[config.mk]
export PLATFORM = sky130hd
export DESIGN_NAME = atps_top
export DESIGN_NICKNAME = d
export VERILOG_FILES = /design/src/atps_pkg.sv /design/src/atps_seq_if.sv /design/src/atps_seq.sv /design/src/atps_top.sv
export SDC_FILE = /design/constraint.sdc
export NUM_CORES = 1
export LEC_CHECK = 0
export ABC_AREA = 0
export BUFFER_PORTS_ARGS = -buffer_cell sky130_fd_sc_hd__clkbuf_2
export CAP_MARGIN = 5
export CORE_UTILIZATION = 56
export DETAILED_ROUTE_END_ITERATION = 16
export GPL_TIMING_DRIVEN = 0
export PLACE_DENSITY = 0.92
export SKIP_CTS_REPAIR_TIMING = 1
export SLEW_MARGIN = 20
export SYNTH_ARGS = -nofsm -noshare
export SYNTH_HDL_FRONTEND = slang
export SYNTH_SLANG_ARGS = --single-unit
[constraint.sdc]
create_clock -name pclk -period 2.7 [get_ports pclk]
set_input_delay 0.54 -clock pclk [delete_from_list [all_inputs] [get_ports pclk]]
set_output_delay 0.54 -clock pclk [all_outputs]
set_load 0.03 [all_outputs]
[src/atps_pkg.sv]
// Package of constants and types for the arbitrary transmit pulse segment block.
package atps_pkg;
    localparam int unsigned ATPS_ADDR_W   = 8;
    localparam int unsigned ATPS_SEGS     = 8;
    localparam int unsigned ATPS_AMP_W    = 7;
    localparam int unsigned ATPS_MAG_W    = 6;
    localparam int unsigned ATPS_SIGN_BIT = 6;
    // Register indices as printed; byte address is four times the index.
    localparam logic [4:0] ATPS_IDX_SEG1 = 5'h08;
    localparam logic [4:0] ATPS_IDX_SEG2 = 5'h09;
    localparam logic [4:0] ATPS_IDX_SEG3 = 5'h0a;
    localparam logic [4:0] ATPS_IDX_SEG4 = 5'h0b;
    localparam logic [4:0] ATPS_IDX_SEG5 = 5'h0c;
    localparam logic [4:0] ATPS_IDX_SEG6 = 5'h0d;
    localparam logic [4:0] ATPS_IDX_SEG7 = 5'h0e;
    localparam logic [4:0] ATPS_IDX_SEG8 = 5'h0f;
    localparam logic [4:0] ATPS_IDX_CTRL = 5'h10;
    localparam logic [4:0] ATPS_IDX_STAT = 5'h11;
    localparam logic [7:0] ATPS_SEG_RESET  = 8'h00;
    localparam logic [0:0] ATPS_CTRL_RESET = 1'h0;
    localparam int unsigned ATPS_CTRL_ARB_BIT = 0;
    // Master clock period in ns and ticks of pclk per slice of it.
    localparam int unsigned ATPS_MCLK_NS      = 80;
    localparam int unsigned ATPS_CLK_NS       = 10;
    localparam int unsigned ATPS_SLICE_CYCLES = ATPS_MCLK_NS / ATPS_CLK_NS / ATPS_SEGS;
    typedef logic [ATPS_AMP_W-1:0] atps_amp_t;
endpackage

[src/atps_seq_if.sv]
// Interface carrying the segment sequencer signals between the two modules.
`timescale 1ns/1ns
interface atps_seq_if;
    logic       arb_mode;   // Arbitrary mode selected.
    logic [2:0] seg_index;  // Current slice index.
    logic       slice_tick; // Last cycle of a slice.
    modport sequencer (input arb_mode, output seg_index, output slice_tick);
    modport user      (output arb_mode, input seg_index, input slice_tick);
endinterface

[src/atps_seq.sv]
// Slice sequencer that walks eight equal slices of each master clock period.
`timescale 1ns/1ns
module atps_seq
    import atps_pkg::*;
#(
    parameter int unsigned SLICE_CYCLES = ATPS_SLICE_CYCLES
) (
    input  wire logic  pclk,    // Clock.
    input  wire logic  presetn, // Asynchronous reset, active low.
    atps_seq_if.sequencer sq    // Sequencer signals.
);
    typedef struct packed {
        logic [15:0] cnt;
        logic [2:0]  seg;
    } atps_seq_s;
    atps_seq_s st;
    atps_seq_s next_st;
    logic      last;

    // Count cycles inside a slice and step to the next slice, wrapping after eight.
    always_comb begin
        next_st = st;
        last    = (st.cnt == 16'(SLICE_CYCLES - 1));
        if (!sq.arb_mode) begin
            next_st.cnt = 16'h0000;
            next_st.seg = 3'h0;
        end else if (last) begin
            next_st.cnt = 16'h0000;
            next_st.seg = st.seg + 3'h1;
        end else begin
            next_st.cnt = st.cnt + 16'h0001;
        end
    end

    // Register the sequencer state.
    always_ff @(posedge pclk or negedge presetn) begin
        if (!presetn) begin
            st <= '0;
        end else begin
            st <= next_st;
        end
    end

    assign sq.seg_index  = st.seg;
    assign sq.slice_tick = sq.arb_mode & last;
endmodule

[src/atps_top.sv]
// Arbitrary transmit pulse segment registers with APB access and slice output.
`timescale 1ns/1ns
// Summary of operation
// - In arbitrary mode each pulse is split into eight equal slices spanning one master clock period.
// - Programmed amplitudes drive the output only when arbitrary mode is selected, else sign, magnitude and slice number are held at zero.
// - The second slice amplitude comes from bits 6 to 0 of register index 01001.
// - The third slice amplitude comes from bits 6 to 0 of register index 01010.
// - The fourth slice amplitude comes from bits 6 to 0 of register index 01011.
// - Each amplitude is signed magnitude with bit 6 as sign and bits 5 to 0 as magnitude.
// - Each amplitude register is read/write, resets to zero, and bit 7 is reserved read/write.
// - The first slice amplitude comes from bits 6 to 0 of register index 01000.
// - The fifth slice amplitude comes from bits 6 to 0 of register index 01100.
module atps_top
    import atps_pkg::*;
#(
    parameter int unsigned SLICE_CYCLES = ATPS_SLICE_CYCLES
) (
    input  wire logic                     pclk,         // Clock, 100 MHz.
    input  wire logic                     presetn,      // Asynchronous reset, active low.
    input  wire logic                     psel,         // APB select.
    input  wire logic                     penable,      // APB enable.
    input  wire logic                     pwrite,       // APB write.
    input  wire logic [ATPS_ADDR_W-1:0]   paddr,        // APB byte address.
    input  wire logic [31:0]              pwdata,       // APB write data.
    input  wire logic [3:0]               pstrb,        // APB byte strobes.
    output logic      [31:0]              prdata,       // APB read data.
    output logic                          pready,       // APB ready.
    output logic                          pslverr,      // APB error on unmapped address.
    output logic                          arb_active,   // Arbitrary mode in use.
    output logic                          seg_sign,     // Sign of current amplitude.
    output logic      [ATPS_MAG_W-1:0]    seg_magnitude,// Magnitude of current amplitude.
    output logic      [2:0]               seg_number    // Index of the current slice.
);
    import atps_pkg::*;

    typedef struct packed {
        logic [ATPS_SEGS-1:0][7:0] seg;
        logic                      arb;
        logic [31:0]               rdata;
        logic                      ready;
        logic                      err;
        logic                      act;
        logic                      sign;
        logic [ATPS_MAG_W-1:0]     mag;
        logic [2:0]                num;
    } atps_top_s;

    atps_top_s   st;
    atps_top_s   next_st;
    atps_seq_if  sq();
    logic [4:0]  idx;
    logic        hit_seg;
    logic        hit_ctrl;
    logic        hit_stat;
    logic        aligned;
    logic        access;
    atps_amp_t   amp;

    assign sq.arb_mode = st.arb;

    atps_seq #(
        .SLICE_CYCLES (SLICE_CYCLES)
    ) u_seq (
        .pclk    (pclk),
        .presetn (presetn),
        .sq      (sq.sequencer)
    );

    // Decode the word index and classify the address.
    always_comb begin
        idx      = paddr[6:2];
        aligned  = (paddr[1:0] == 2'h0) && (paddr[7] == 1'b0);
        hit_seg  = aligned && (idx >= ATPS_IDX_SEG1) && (idx <= ATPS_IDX_SEG8);
        hit_ctrl = aligned && (idx == ATPS_IDX_CTRL);
        hit_stat = aligned && (idx == ATPS_IDX_STAT);
        access   = psel && penable && !st.ready;
        amp      = st.seg[sq.seg_index][ATPS_AMP_W-1:0];
    end

    // Bus slave, register file and slice output in one next-state process.
    always_comb begin
        next_st       = st;
        next_st.ready = 1'b0;
        next_st.err   = 1'b0;
        if (access) begin
            next_st.ready = 1'b1;
            next_st.rdata = 32'h0000_0000;
            if (!(hit_seg || hit_ctrl || hit_stat)) begin
                next_st.err = 1'b1;
            end else if (pwrite) begin
                if (hit_seg && pstrb[0]) begin
                    next_st.seg[3'(idx - ATPS_IDX_SEG1)] = pwdata[7:0];
                end
                if (hit_ctrl && pstrb[0]) begin
                    next_st.arb = pwdata[ATPS_CTRL_ARB_BIT];
                end
            end else if (hit_seg) begin
                next_st.rdata[7:0] = st.seg[3'(idx - ATPS_IDX_SEG1)];
            end else if (hit_ctrl) begin
                next_st.rdata[ATPS_CTRL_ARB_BIT] = st.arb;
            end else begin
                next_st.rdata[3:0] = {sq.seg_index, st.arb};
            end
        end
        // Present the current slice amplitude; zero output when not arbitrary.
        next_st.act = st.arb;
        if (st.arb) begin
            next_st.sign = amp[ATPS_SIGN_BIT];
            next_st.mag  = amp[ATPS_MAG_W-1:0];
            next_st.num  = sq.seg_index;
        end else begin
            next_st.sign = 1'b0;
            next_st.mag  = '0;
            next_st.num  = 3'h0;
        end
    end

    // Register all state; every register clears to zero.
    always_ff @(posedge pclk or negedge presetn) begin
        if (!presetn) begin
            st     <= '0;
            st.arb <= ATPS_CTRL_RESET;
            for (int i = 0; i < ATPS_SEGS; i++) begin
                st.seg[i] <= ATPS_SEG_RESET;
            end
        end else begin
            st <= next_st;
        end
    end

    assign prdata        = st.rdata;
    assign pready        = st.ready;
    assign pslverr       = st.err;
    assign arb_active    = st.act;
    assign seg_sign      = st.sign;
    assign seg_magnitude = st.mag;
    assign seg_number    = st.num;
endmodule

=== After elaboration in Yosys (flattened, before gate mapping) ===
Cells that the tools add are included.
W data, S select, Z words.

* Memory bits (read-only): 0
* Latch bits: 0
* RAM bits: 0
* Memories kept: 0
* Output and inout port bits: 45
* Word-level logic and storage cells: 65
* Flip-flop bits (word level): 105

* Muxes and demuxes: 18
* Shift-type cells: 0
* Multipliers: 0
* Div/mod/pow operators: 0
* Add/subtract/negate cells: 3
* Reductions and logical operators: 17
* Magnitude comparators: 5
* Bitwise operators: 1
* Equal/unequal tests: 3

{| class="wikitable"
|+ Operators by type and width
! cell !! number
|-
| $bwmux W64 || 1
|-
| $bmux W8 S3 || 2
|-
| $mux W8 || 4
|-
| $demux W8 S3 || 1
|-
| $mux W19 || 1
|-
| $add A16 B1 Y16 const B || 1
|-
| $logic_not A16 Y1 || 1
|-
| $mux W16 || 1
|-
| $eq A5 B5 Y1 const B || 2
|-
| $logic_and A1 B1 Y1 || 10
|-
| $mux W10 || 1
|-
| $lt A3 B4 Y1 const B || 2
|-
| $mux W4 || 2
|-
| $reduce_and A4 Y1 || 2
|-
| $mux W7 || 1
|-
| $mux W3 || 2
|-
| $ge A5 B4 Y1 const B || 1
|-
| $le A5 B4 Y1 const B || 1
|-
| $add A3 B1 Y3 const B || 1
|-
| $ge A3 B1 Y1 const B || 1
|-
| $sub A3 B1 Y3 const B || 1
|-
| $logic_not A2 Y1 || 1
|-
| $logic_or A1 B1 Y1 || 2
|-
| $mux W2 || 1
|-
| other kinds (4) || 4
|}

=== Longest topological paths before layout ===
Gate-level depths: netlist of run 1.

* Depth after elaboration: 8
* Mapped depth: 7

=== Modules after synthesis ===
Synthesis of run 1 repeated with hierarchy kept, for this count alone.

* Cell total of the unflattened synthesis: 442
* Area, all modules: 5587.9 um2

{| class="wikitable"
|+ Modules (own cells, without submodules)
! module !! cells an instance !! seq. area each (um2) !! times used !! area an instance (um2)
|-
| atps_top || 341 || 2152.1 || 1 || 4524.3
|-
| atps_seq || 101 || 475.5 || 1 || 1063.5
|}

=== Worst setup path before layout of run 1 ===
OpenSTA, ideal clock, no wires.

* Path type: input to register
* Start: input paddr[0]
* End: register st[62] in the netlist's numbering
* Stages on the path: 5
* Path slack: 582 ps
* Library setup time: 125 ps
* Buffers on the path: 1
* Arrival: 1993 ps
* Cells stage by stage: or4b_4 -> nor2_8 -> and4b_1 -> buf_6 -> mux2_2

* Word-level cells in the longest chain between the ends: 7
* Elaborated cells between the ends (all ways): 10
* Classes of those cells: reduce/logical (10)

{| class="wikitable"
|+ RTL lines
! what !! RTL line !! text
|-
| start, declared || atps_top.sv:23 || <nowiki>input wire logic [ATPS_ADDR_W-1:0] paddr,</nowiki>
|-
| $logic_not A2 Y1 (*) || atps_top.sv:72 || <nowiki>aligned = (paddr[1:0] == 2'h0) && (paddr[7] == 1'b0);</nowiki>
|-
| $logic_and A1 B1 Y1 (*) || atps_top.sv:72 ||
|-
| $logic_and A1 B1 Y1 (2 in series) || atps_top.sv:73 || <nowiki>hit_seg = aligned && (idx >= ATPS_IDX_SEG1) && (idx <= ATPS_IDX_SEG8);</nowiki>
|-
| $logic_or A1 B1 Y1 (2 in series) || atps_top.sv:88 || <nowiki>if (!(hit_seg || hit_ctrl || hit_stat)) begin</nowiki>
|-
| $reduce_and A4 Y1 (no line) (*) || n/a ||
|-
| end signal, assigned || atps_top.sv:127 || <nowiki>st <= next_st;</nowiki>
|-
| end, declared || atps_top.sv:48 || <nowiki>atps_top_s st;</nowiki>
|}

Every way passes the cells marked *; elsewhere a longest branch is shown, timed or not.
A chain may end at the register's enable or synchronous reset.

==> impl_metrics.toml, run 1 <==
[yosys]
number_of_synthesized_flops_with_an_enable_pin = 0
postSynthRegisterBits = 105
postSynth.asyncResetShare_pct = 100
yosysWarningCount = 0
synth_cell_type_count = 44
postSynthCellCount = 398
mappedNetlistArea_sq_um = 5500
synthesis.area_per_instance_sq_um = 13.8
synth_seq_area_share_pct = 47.8
synth_ff_type = "dfrtp_1"

[timing]
setup-violations-final = 0
worstMarginPinSlew_ns = 0.766
rsz0062_at_grt = "no"
report.final.slew_viol_count = 0
max-slew-margin-rel_pct = 48.9
timing.fmax_mhz = 441
hold_viol = 0
final_setup_skew_ns = 0.00839
timing.final.crit_period_ns = 2.27
fin_crit_sh_pct = 83.9
setup_ws_ns = 0.434

[placed_design]
detailed_place_hpwl_microns = 8030
placed_cells = 592
dp_worst_setup_slack_ns = 0.322
placement.io_buffers = 41
gp_congestion = 0.798

[setup_path]
timing.critical_path.to = "seg_magnitude[5]$_DFF_PN0_"
worstSetupEndpointType = "register"
worstPathMaxFanout = 10
crit_type = "reg2reg"
rr_endpoint = "seg_magnitude[5]$_DFF_PN0_"
startpoint_type = "register"
cp.required_ns = 2.95
crit_path_start = "u_seq.sq.seg_index[1]$_DFFE_PN0P_"
worstReg2RegStart = "u_seq.sq.seg_index[1]$_DFFE_PN0P_"
timing.critical_path.arrival_ns = 2.52
r2r_cells = 5
r2r_setup_slack_ns = 0.43

[die]
core.rowCount = 35
die_x_microns = 101
chip_height_microns = 101
coreArea_sq_um = 9370
die_area_sq_um = 10200
io-pin-count = 94
initial_core_util_pct = 58.7

[layout]
final_non_filler_cell_total = 608
fillerInstances = 695
ff_latch_area_sq_um = 2630
finalNetCount = 526
finish.utilization_pct = 65.9
layout.cells.most_common = "dfrtp_1"
multi_input_comb_area_sq_um = 2510
drive_above_1_share_pct = 45.7
layout.cells.most_common_list = "105 x dfrtp_1, 70 x mux2_2, 42 x buf_4"
area_growth_syn_to_layout_pct = 12.3
insertedDiodeCount = 0

[clock_network]
cts_root_buffer = "clkbuf_8"
numCtsBuffers = 9
clkLatencyLatePin_ns = 0.37
ctsHtreeMaxLevel = 3
path_clk_slew_ns = 0.09
cts_tree = "done"
cts_num_sinks = 105
clockBufferDepth = 2

[power_and_ir_drop]
p_sw_mw = 0.667
ir_drop_uv = 284
design_power_total_mw = 2.75
power.share.combinational_pct = 8.0
internal-power_mw = 2.08
seq_power_share_pct = 57.7
swShare_pct = 24.3
power_frac_clock_pct = 34.3
leakagePower_nw = 3.02
powerDensity_nw_per_um2 = 445

[routing]
drt_iter0_drc = 239
avgViaCountPerCell = 5.87
ant_nets = 0
drtPass1Iterations = 4
via_count = 3569
post-route-drc-count = 0
routedWlPerCell_microns = 19.4
wirelength_microns = 11800

[global_routing]
grt_ovf = 0
global_route.usage.total_pct = 25.2
grt_antenna_before_repair = 0
number_of_global_route_vias_before_repair = 3569
grt_pass1_wl_microns = 18900
grt_start_max_net_pins = 61

[status]
run_status = "finished, final reports clean"

[job]
max_cap_violations = 0

[hold_path]
min_path_type = "in2async"
[Yosys cell counts, drive strengths merged (2+ instances only)]
cell type / count / area share [%]
ha: 3 / 0.68
mux4: 30 / 12
nor2b: 8 / 0.91
buf: 52 / 7.2
and4b: 3 / 0.55
dfrtp: 105 / 48
mux2: 70 / 14
a21boi: 3 / 0.41
xor2: 4 / 0.64
nand3: 5 / 0.55
inv: 7 / 0.48
nor3: 8 / 1.1
clkbuf: 6 / 0.41
a22o: 4 / 0.64
nand4: 8 / 1.5
mux2i: 8 / 1.5
and2: 4 / 0.46
nor2: 19 / 1.6
nand4b: 2 / 0.86
nor4: 8 / 1.2
nand2: 15 / 1.0
and3: 2 / 0.25
xnor2: 11 / 1.8
a221o: 3 / 0.55
[per-stage QoR]
step	hold WS (ns)	TNS (ns)	area, sq um
2_1_floorplan	0.244	0	5580
3_3_place_gp	0.473	-19.34	5950
3_5_place_dp	0.474	0	5990
4_1_cts	0.103	0	6170
5_1_grt	0.108	0	6170
6_report	0.103	0	6170
[cell type report]
cell class	count	area share [%]
Sequential cell	105	42.6
Timing Repair Buffer	42	3.91
Buffer	58	6.77
Clock inverter	5	0.872
Inverter	7	0.426
Multi-Input combinational cell	251	40.7
Clock buffer	11	2.13
Tap cell	129	2.62
[worst min path at each step]
stage / slack (ns) / endpoint / depth (start not counted)
global placement: 0.47 / prdata[0]$_DFFE_PN0P_ / 2
floorplan: 0.24 / arb_active$_DFF_PN0_ / 0
detailed placement: 0.47 / prdata[0]$_DFFE_PN0P_ / 2
finish: 0.10 / st[54]$_DFFE_PN0P_ / 1
CTS: 0.10 / st[60]$_DFFE_PN0P_ / 1
global route: 0.11 / st[87]$_DFFE_PN0P_ / 1
[cells by family after synthesis]
family                   Yosys count  synth area share, %
AO/OA/AOI/OAI                     13                 1.98
XOR/XNOR                          15                 2.39
adder cells (fa/ha/maj)            3                0.683
flip-flops                       105                 47.8
multiplexers                     108                 28.1
AND/OR/NAND/NOR                   88                 10.9
buffers and inverters             65                 8.08
other                              1               0.0682
[flip-flops by register name (all words and copies together) (netlist names)]
signal              flops
seg_sign                1
prdata                  8
arb_active              1
seg_magnitude           6
st                     64
u_seq.st               16
pready                  1
u_seq.sq.seg_index      3
pslverr                 1
sq.arb_mode             1
seg_number              3
[worst max-delay path: stages, from the launching register on]
cell and delay, ns:
dfrtp_1 0.37, clkbuf_1 0.53, buf_1 0.58, mux4_2 0.41
mux2i_1 0.17, nor2b_1 0.09
[power by group through the flow]
stage	sequential (mW)	clock [mW]	combinational (mW)
2_1_floorplan	1.62	0	0.130
3_5_place_dp	1.62	0	0.219
4_1_cts	1.59	0.967	0.220
5_1_grt	1.59	1.03	0.238
6_report	1.59	0.943	0.219
3_3_place_gp	1.62	0	0.207
[per-layer routing]
metal,GRT usage [%],vias to the layer above,wire length [microns]
li1,-,1543,-
met1,33.5,1849,4840
met2,41.7,156,5960
met3,5.69,21,795
met4,7.02,0,215
met5,0,-,0
Power figures use the tool's default switching activity.
==> run 2, diff against run 1 <==
- clock period: 2.7 -> 2.25 ns (I/O delays scaled with it)
==> run 2 against run 1 <==
Power increased by 20%; first-iteration DRC count decreased by 7.1%; non-clock buffer count increased by 3; global-route usage unchanged; setup slack got worse by 0.19 ns; count of clock-buffer cells in the layout unchanged; wire length increased by 0.43%; largest power group unchanged; sequential cell count unchanged; largest cell class unchanged; combinational power increased by 22%; utilization increased by 0.29 points; clock power increased by 21%.
==> impl_metrics.toml, run 2 (synthesis gave the netlist of run 1 again) <==
[timing]
worstMarginPinSlew_ns = 0.808
max-slew-margin-rel_pct = 46.2
setup-violations-final = 0
final_setup_skew_ns = 0.00693
report.final.slew_viol_count = 0
hold_viol = 0
fin_crit_sh_pct = 89.1
setup_ws_ns = 0.246
rsz0062_at_grt = "no"
timing.final.crit_period_ns = 2.00
setup_total_negative_slack_ns = 0
timing.fmax_mhz = 499

[layout]
final_non_filler_cell_total = 611
registers.top_by_ff_count = "st"
layout.cell_area.non_filler_sq_um = 6200
finalNetCount = 529
fillerInstances = 689
area_growth_syn_to_layout_pct = 12.8
insertedDiodeCount = 0
layout.cells.most_common_list = "105 x dfrtp_1, 70 x mux2_2, 46 x buf_4"
drive_above_1_share_pct = 46.5
layout.cells.most_common = "dfrtp_1"
finish.utilization_pct = 66.2
largest_register_ff_count = 64

[placed_design]
placement.io_buffers = 41
detailed_place_hpwl_microns = 8030
placed_cells = 592
dp_worst_setup_slack_ns = -0.0380
place_area_sq_um = 5990
gp_congestion = 0.798

[clock_network]
ctsHtreeMaxLevel = 3
path_clk_slew_ns = 0.09
clockBufferDepth = 2
clkLatencyLatePin_ns = 0.38
cts_num_sinks = 105
cts_root_buffer = "clkbuf_8"
cts_tree = "done"
numCtsBuffers = 9

[die]
core.rowCount = 35
chip_height_microns = 101
die_area_sq_um = 10200
io-pin-count = 94
coreArea_sq_um = 9370
die_x_microns = 101
initial_core_util_pct = 58.7

[job]
max_cap_violations = 0

[routing]
met1Wirelength_microns = 4900
drt_iter0_drc = 222
avgViaCountPerCell = 5.81
ant_nets = 0
routedWlPerCell_microns = 19.4
top_routing_layer_used = "met4"
met3WireLength_microns = 824
drtPass1Iterations = 4
post-route-drc-count = 0
detailed_routed_wire_length_on_met2_microns = 5980
wirelength_microns = 11900
via_count = 3548

[setup_path]
timing.critical_path.arrival_ns = 2.27
worstPathMaxFanout = 10
startpoint_type = "register"
worstSetupEndpointType = "register"
cp.required_ns = 2.52
crit_type = "reg2reg"

[global_routing]
global_route.usage.total_pct = 25.2
grt_ovf = 0
grt_antenna_before_repair = 0
grt_start_max_net_pins = 61
number_of_global_route_vias_before_repair = 3569
grt_pass1_wl_microns = 18900

[power_and_ir_drop]
power_frac_clock_pct = 34.4
internal-power_mw = 2.50
powerDensity_nw_per_um2 = 534
power.share.combinational_pct = 8.1
swShare_pct = 24.5
p_sw_mw = 0.811
ir_drop_uv = 344
leakagePower_nw = 3.04
seq_power_share_pct = 57.5

[hold_path]
min_path_type = "in2async"

[status]
run_status = "finished, final reports clean"
==> run 2: power by group through the flow <==
stage	clock [mW]	combinational (mW)	sequential (mW)
floorplan	0	0.156	1.94
global placement	0	0.248	1.94
detailed placement	0	0.263	1.94
CTS	1.16	0.264	1.90
global route	1.24	0.290	1.90
finish	1.14	0.268	1.90
==> run 2: worst paths after layout <==
check / from / endpoint / slack (ns) / cells past startpoint
worst max-delay path: u_seq.sq.seg_index[1]$_DFFE_PN0P_ / seg_magnitude[5]$_DFF_PN0_ / 0.25 / 5
worst min-delay path: presetn / st[54]$_DFFE_PN0P_ / 0.006 / 1
worst max register to register: u_seq.sq.seg_index[1]$_DFFE_PN0P_ / seg_magnitude[5]$_DFF_PN0_ / 0.25 / 5
worst min register to register: prdata[0]$_DFFE_PN0P_ / prdata[0]$_DFFE_PN0P_ / 0.50 / 2
max in group asynchronous: presetn / prdata[7]$_DFFE_PN0P_ / 1.64 / 2
min in group pclk: pwdata[1] / st[79]$_DFFE_PN0P_ / 0.41 / 2
==> run 2: critical path, stage by stage (launching register included) <==
cell,delay [ns]
dfrtp_1,0.37
clkbuf_1,0.51
clkbuf_2,0.42
mux4_2,0.35
mux2i_1,0.15
nor2b_1,0.08
==> run 2: layer usage <==
layer | track usage (%) | up-vias
met5 | 0 | -
met4 | 7.02 | 0
met3 | 5.69 | 20
met2 | 41.7 | 171
met1 | 33.5 | 1811
li1 | - | 1546
==> run 2: final cells by class <==
type                            instances  area (sq um)  share of cell area (%)
Multi-Input combinational cell        251          2510                    40.5
Tap cell                              129           161                    2.60
Buffer                                 57           415                    6.70
Clock inverter                          5          53.8                   0.868
Inverter                                7          26.3                   0.424
Timing Repair Buffer                   46           272                    4.38
Clock buffer                           11           131                    2.12
Sequential cell                       105          2630                    42.4
==> run 2: per-stage QoR <==
stage               hold slack [ns]  total power, mW
detailed placement            0.416             2.20
floorplan                     0.154             2.10
global route                 0.0177             3.43
CTS                          0.0131             3.33
global placement              0.473             2.19
finish                      0.00640             3.31
==> run 3, diff against run 2 <==
- CORE_UTILIZATION: 56 -> 57
- PLACE_DENSITY: 0.92 -> 0.93
- SYNTH_HIERARCHICAL: not set -> 1
==> run 3 against run 2 <==
The run now ends with hold timing left; utilization up 1.6 points; register-to-register slack worse by 0.23 ns; clock power about the same; critical path depth unchanged; critical endpoint is now st[107]$_DFFE_PN0P_.
==> impl_metrics.toml, run 3 <==
[routing]
routedWlPerCell_microns = 20.4
via_count = 4025
wirelength_microns = 13300
ant_nets = 0
post-route-drc-count = 0
avgViaCountPerCell = 6.16
drt_iter0_drc = 366
drtPass1Iterations = 5

[layout]
finish.utilization_pct = 67.8
insertedDiodeCount = 0
registers.top_by_ff_count = "st"
finalNetCount = 571
final_non_filler_cell_total = 653
fillerInstances = 644
layout.cells.most_common = "dfrtp_1"
largest_register_ff_count = 64
area_growth_syn_to_layout_pct = 13.8
drive_above_1_share_pct = 45.0
layout.cells.most_common_list = "104 x dfrtp_1, 65 x mux2_2, 49 x buf_4"

[global_routing]
number_of_global_route_vias_before_repair = 3955
grt_pass1_wl_microns = 20600
grt_ovf = 0
grt_start_max_net_pins = 59
grt_antenna_before_repair = 0
global_route.usage.total_pct = 27.5

[timing]
report.final.slew_viol_count = 0
fin_crit_sh_pct = 99.7
final_setup_skew_ns = 0.0199
max-slew-margin-rel_pct = 46.9
timing.final.crit_period_ns = 2.24
post_route_hold_slack_ns = -0.0183
setup-violations-final = 0
hold_viol = 32
worstMarginPinSlew_ns = 0.796
timing.fmax_mhz = 446
setup_ws_ns = 0.00566

[die]
die_x_microns = 101
coreArea_sq_um = 9370
chip_height_microns = 101
io-pin-count = 94
initial_core_util_pct = 59.6
die_area_sq_um = 10200
core.rowCount = 35

[clock_network]
path_clk_slew_ns = 0.10
cts_root_buffer = "clkbuf_8"
clkLatencyLatePin_ns = 0.39
ctsHtreeMaxLevel = 3
numCtsBuffers = 9
cts_num_sinks = 105
cts_tree = "done"
clockBufferDepth = 2

[yosys]
synthesis.area_per_instance_sq_um = 12.7
yosysWarningCount = 6
mappedNetlistArea_sq_um = 5580
postSynthCellCount = 441

[job]
max_cap_violations = 0

[setup_path]
timing.critical_path.arrival_ns = 2.52
worstSetupEndpointType = "register"
crit_type = "in2reg"
worstPathMaxFanout = 8
startpoint_type = "primary input"
cp.required_ns = 2.52

[power_and_ir_drop]
leakagePower_nw = 3.03
powerDensity_nw_per_um2 = 528
design_power_total_mw = 3.35
ir_drop_uv = 321

[status]
violations_in_the_final_reports = "hold timing"
run_status = "finished with violations"

[placed_design]
gp_congestion = 0.901
placement.io_buffers = 41
placed_cells = 635
detailed_place_hpwl_microns = 9000
dp_worst_setup_slack_ns = -0.829

[hold_path]
min_path_type = "in2async"
-- run 3: cell types whose count changed in the layout (fill, tap and decap cells not counted), moves of 4 or more --
cell      change
or4_1         +4
buf_6         -4
mux2_4        +8
nand2b_1      +4
mux2_2        -5
o221ai_1      +4
mux4_2       -10
o21ai_0       +7
nor2_2       +11
nor2_1        -5
o22ai_1       +4
-- run 3: area by class of cell --
| class | count | area, sq um | area share (%) |
|---|---|---|---|
| plain buffers | 61 | 439 | 6.92 |
| flip-flops and latches | 105 | 2630 | 41.4 |
| repair buffers | 48 | 299 | 4.71 |
| inverters | 7 | 26.3 | 0.414 |
| multi-input cells | 287 | 2610 | 41.0 |
| well taps | 129 | 161 | 2.54 |
| clock buffers | 11 | 141 | 2.23 |
| clock inverters | 5 | 48.8 | 0.768 |
-- run 3: per-stage QoR --
step / TNS, ns / instance area [sq um]
after floorplan: -0.983 / 5690
after global placement: -88.41 / 6050
after detailed placement: -35.92 / 6090
after CTS: -17.44 / 6280
after global routing: -0.110 / 6350
final: 0 / 6350
-- run 3: power by group --
group | switching (mW) | total, mW | internal [mW]
Combinational | 0.199 | 0.296 | 0.0966
Sequential | 0.00859 | 1.91 | 1.90
Clock | 0.696 | 1.15 | 0.455
Total | 0.904 | 3.35 | 2.45
-- run 3: final timing paths --
kind | start | endpoint | slack (ns) | cells after the start
min in group pclk | pwdata[4] | st[98]$_DFFE_PN0P_ | 0.41 | 2
setup reg to reg | pready$_DFF_PN0_ | st[88]$_DFFE_PN0P_ | 0.02 | 5
hold reg to reg | prdata[7]$_DFFE_PN0P_ | prdata[7]$_DFFE_PN0P_ | 0.52 | 2
max in group asynchronous | presetn | st[100]$_DFFE_PN0P_ | 1.66 | 2
hold / removal | presetn | st[101]$_DFFE_PN0P_ | -0.02 | 1
setup / recovery | paddr[7] | st[107]$_DFFE_PN0P_ | 0.006 | 5
-- run 3: critical path: stages --
cell and delay [ns]:
clkbuf_2 0.08, or3_4 0.41, or4_4 0.63, nor2_2 0.54
mux2_2 0.41
-- run 3: routing by layer --
metal	track usage (%)	wire length (microns)	up-vias
met5	0	0	-
met4	12.5	538	0
met3	8.81	1490	62
met2	42.8	6120	291
met1	35.3	5190	1977
li1	-	-	1695
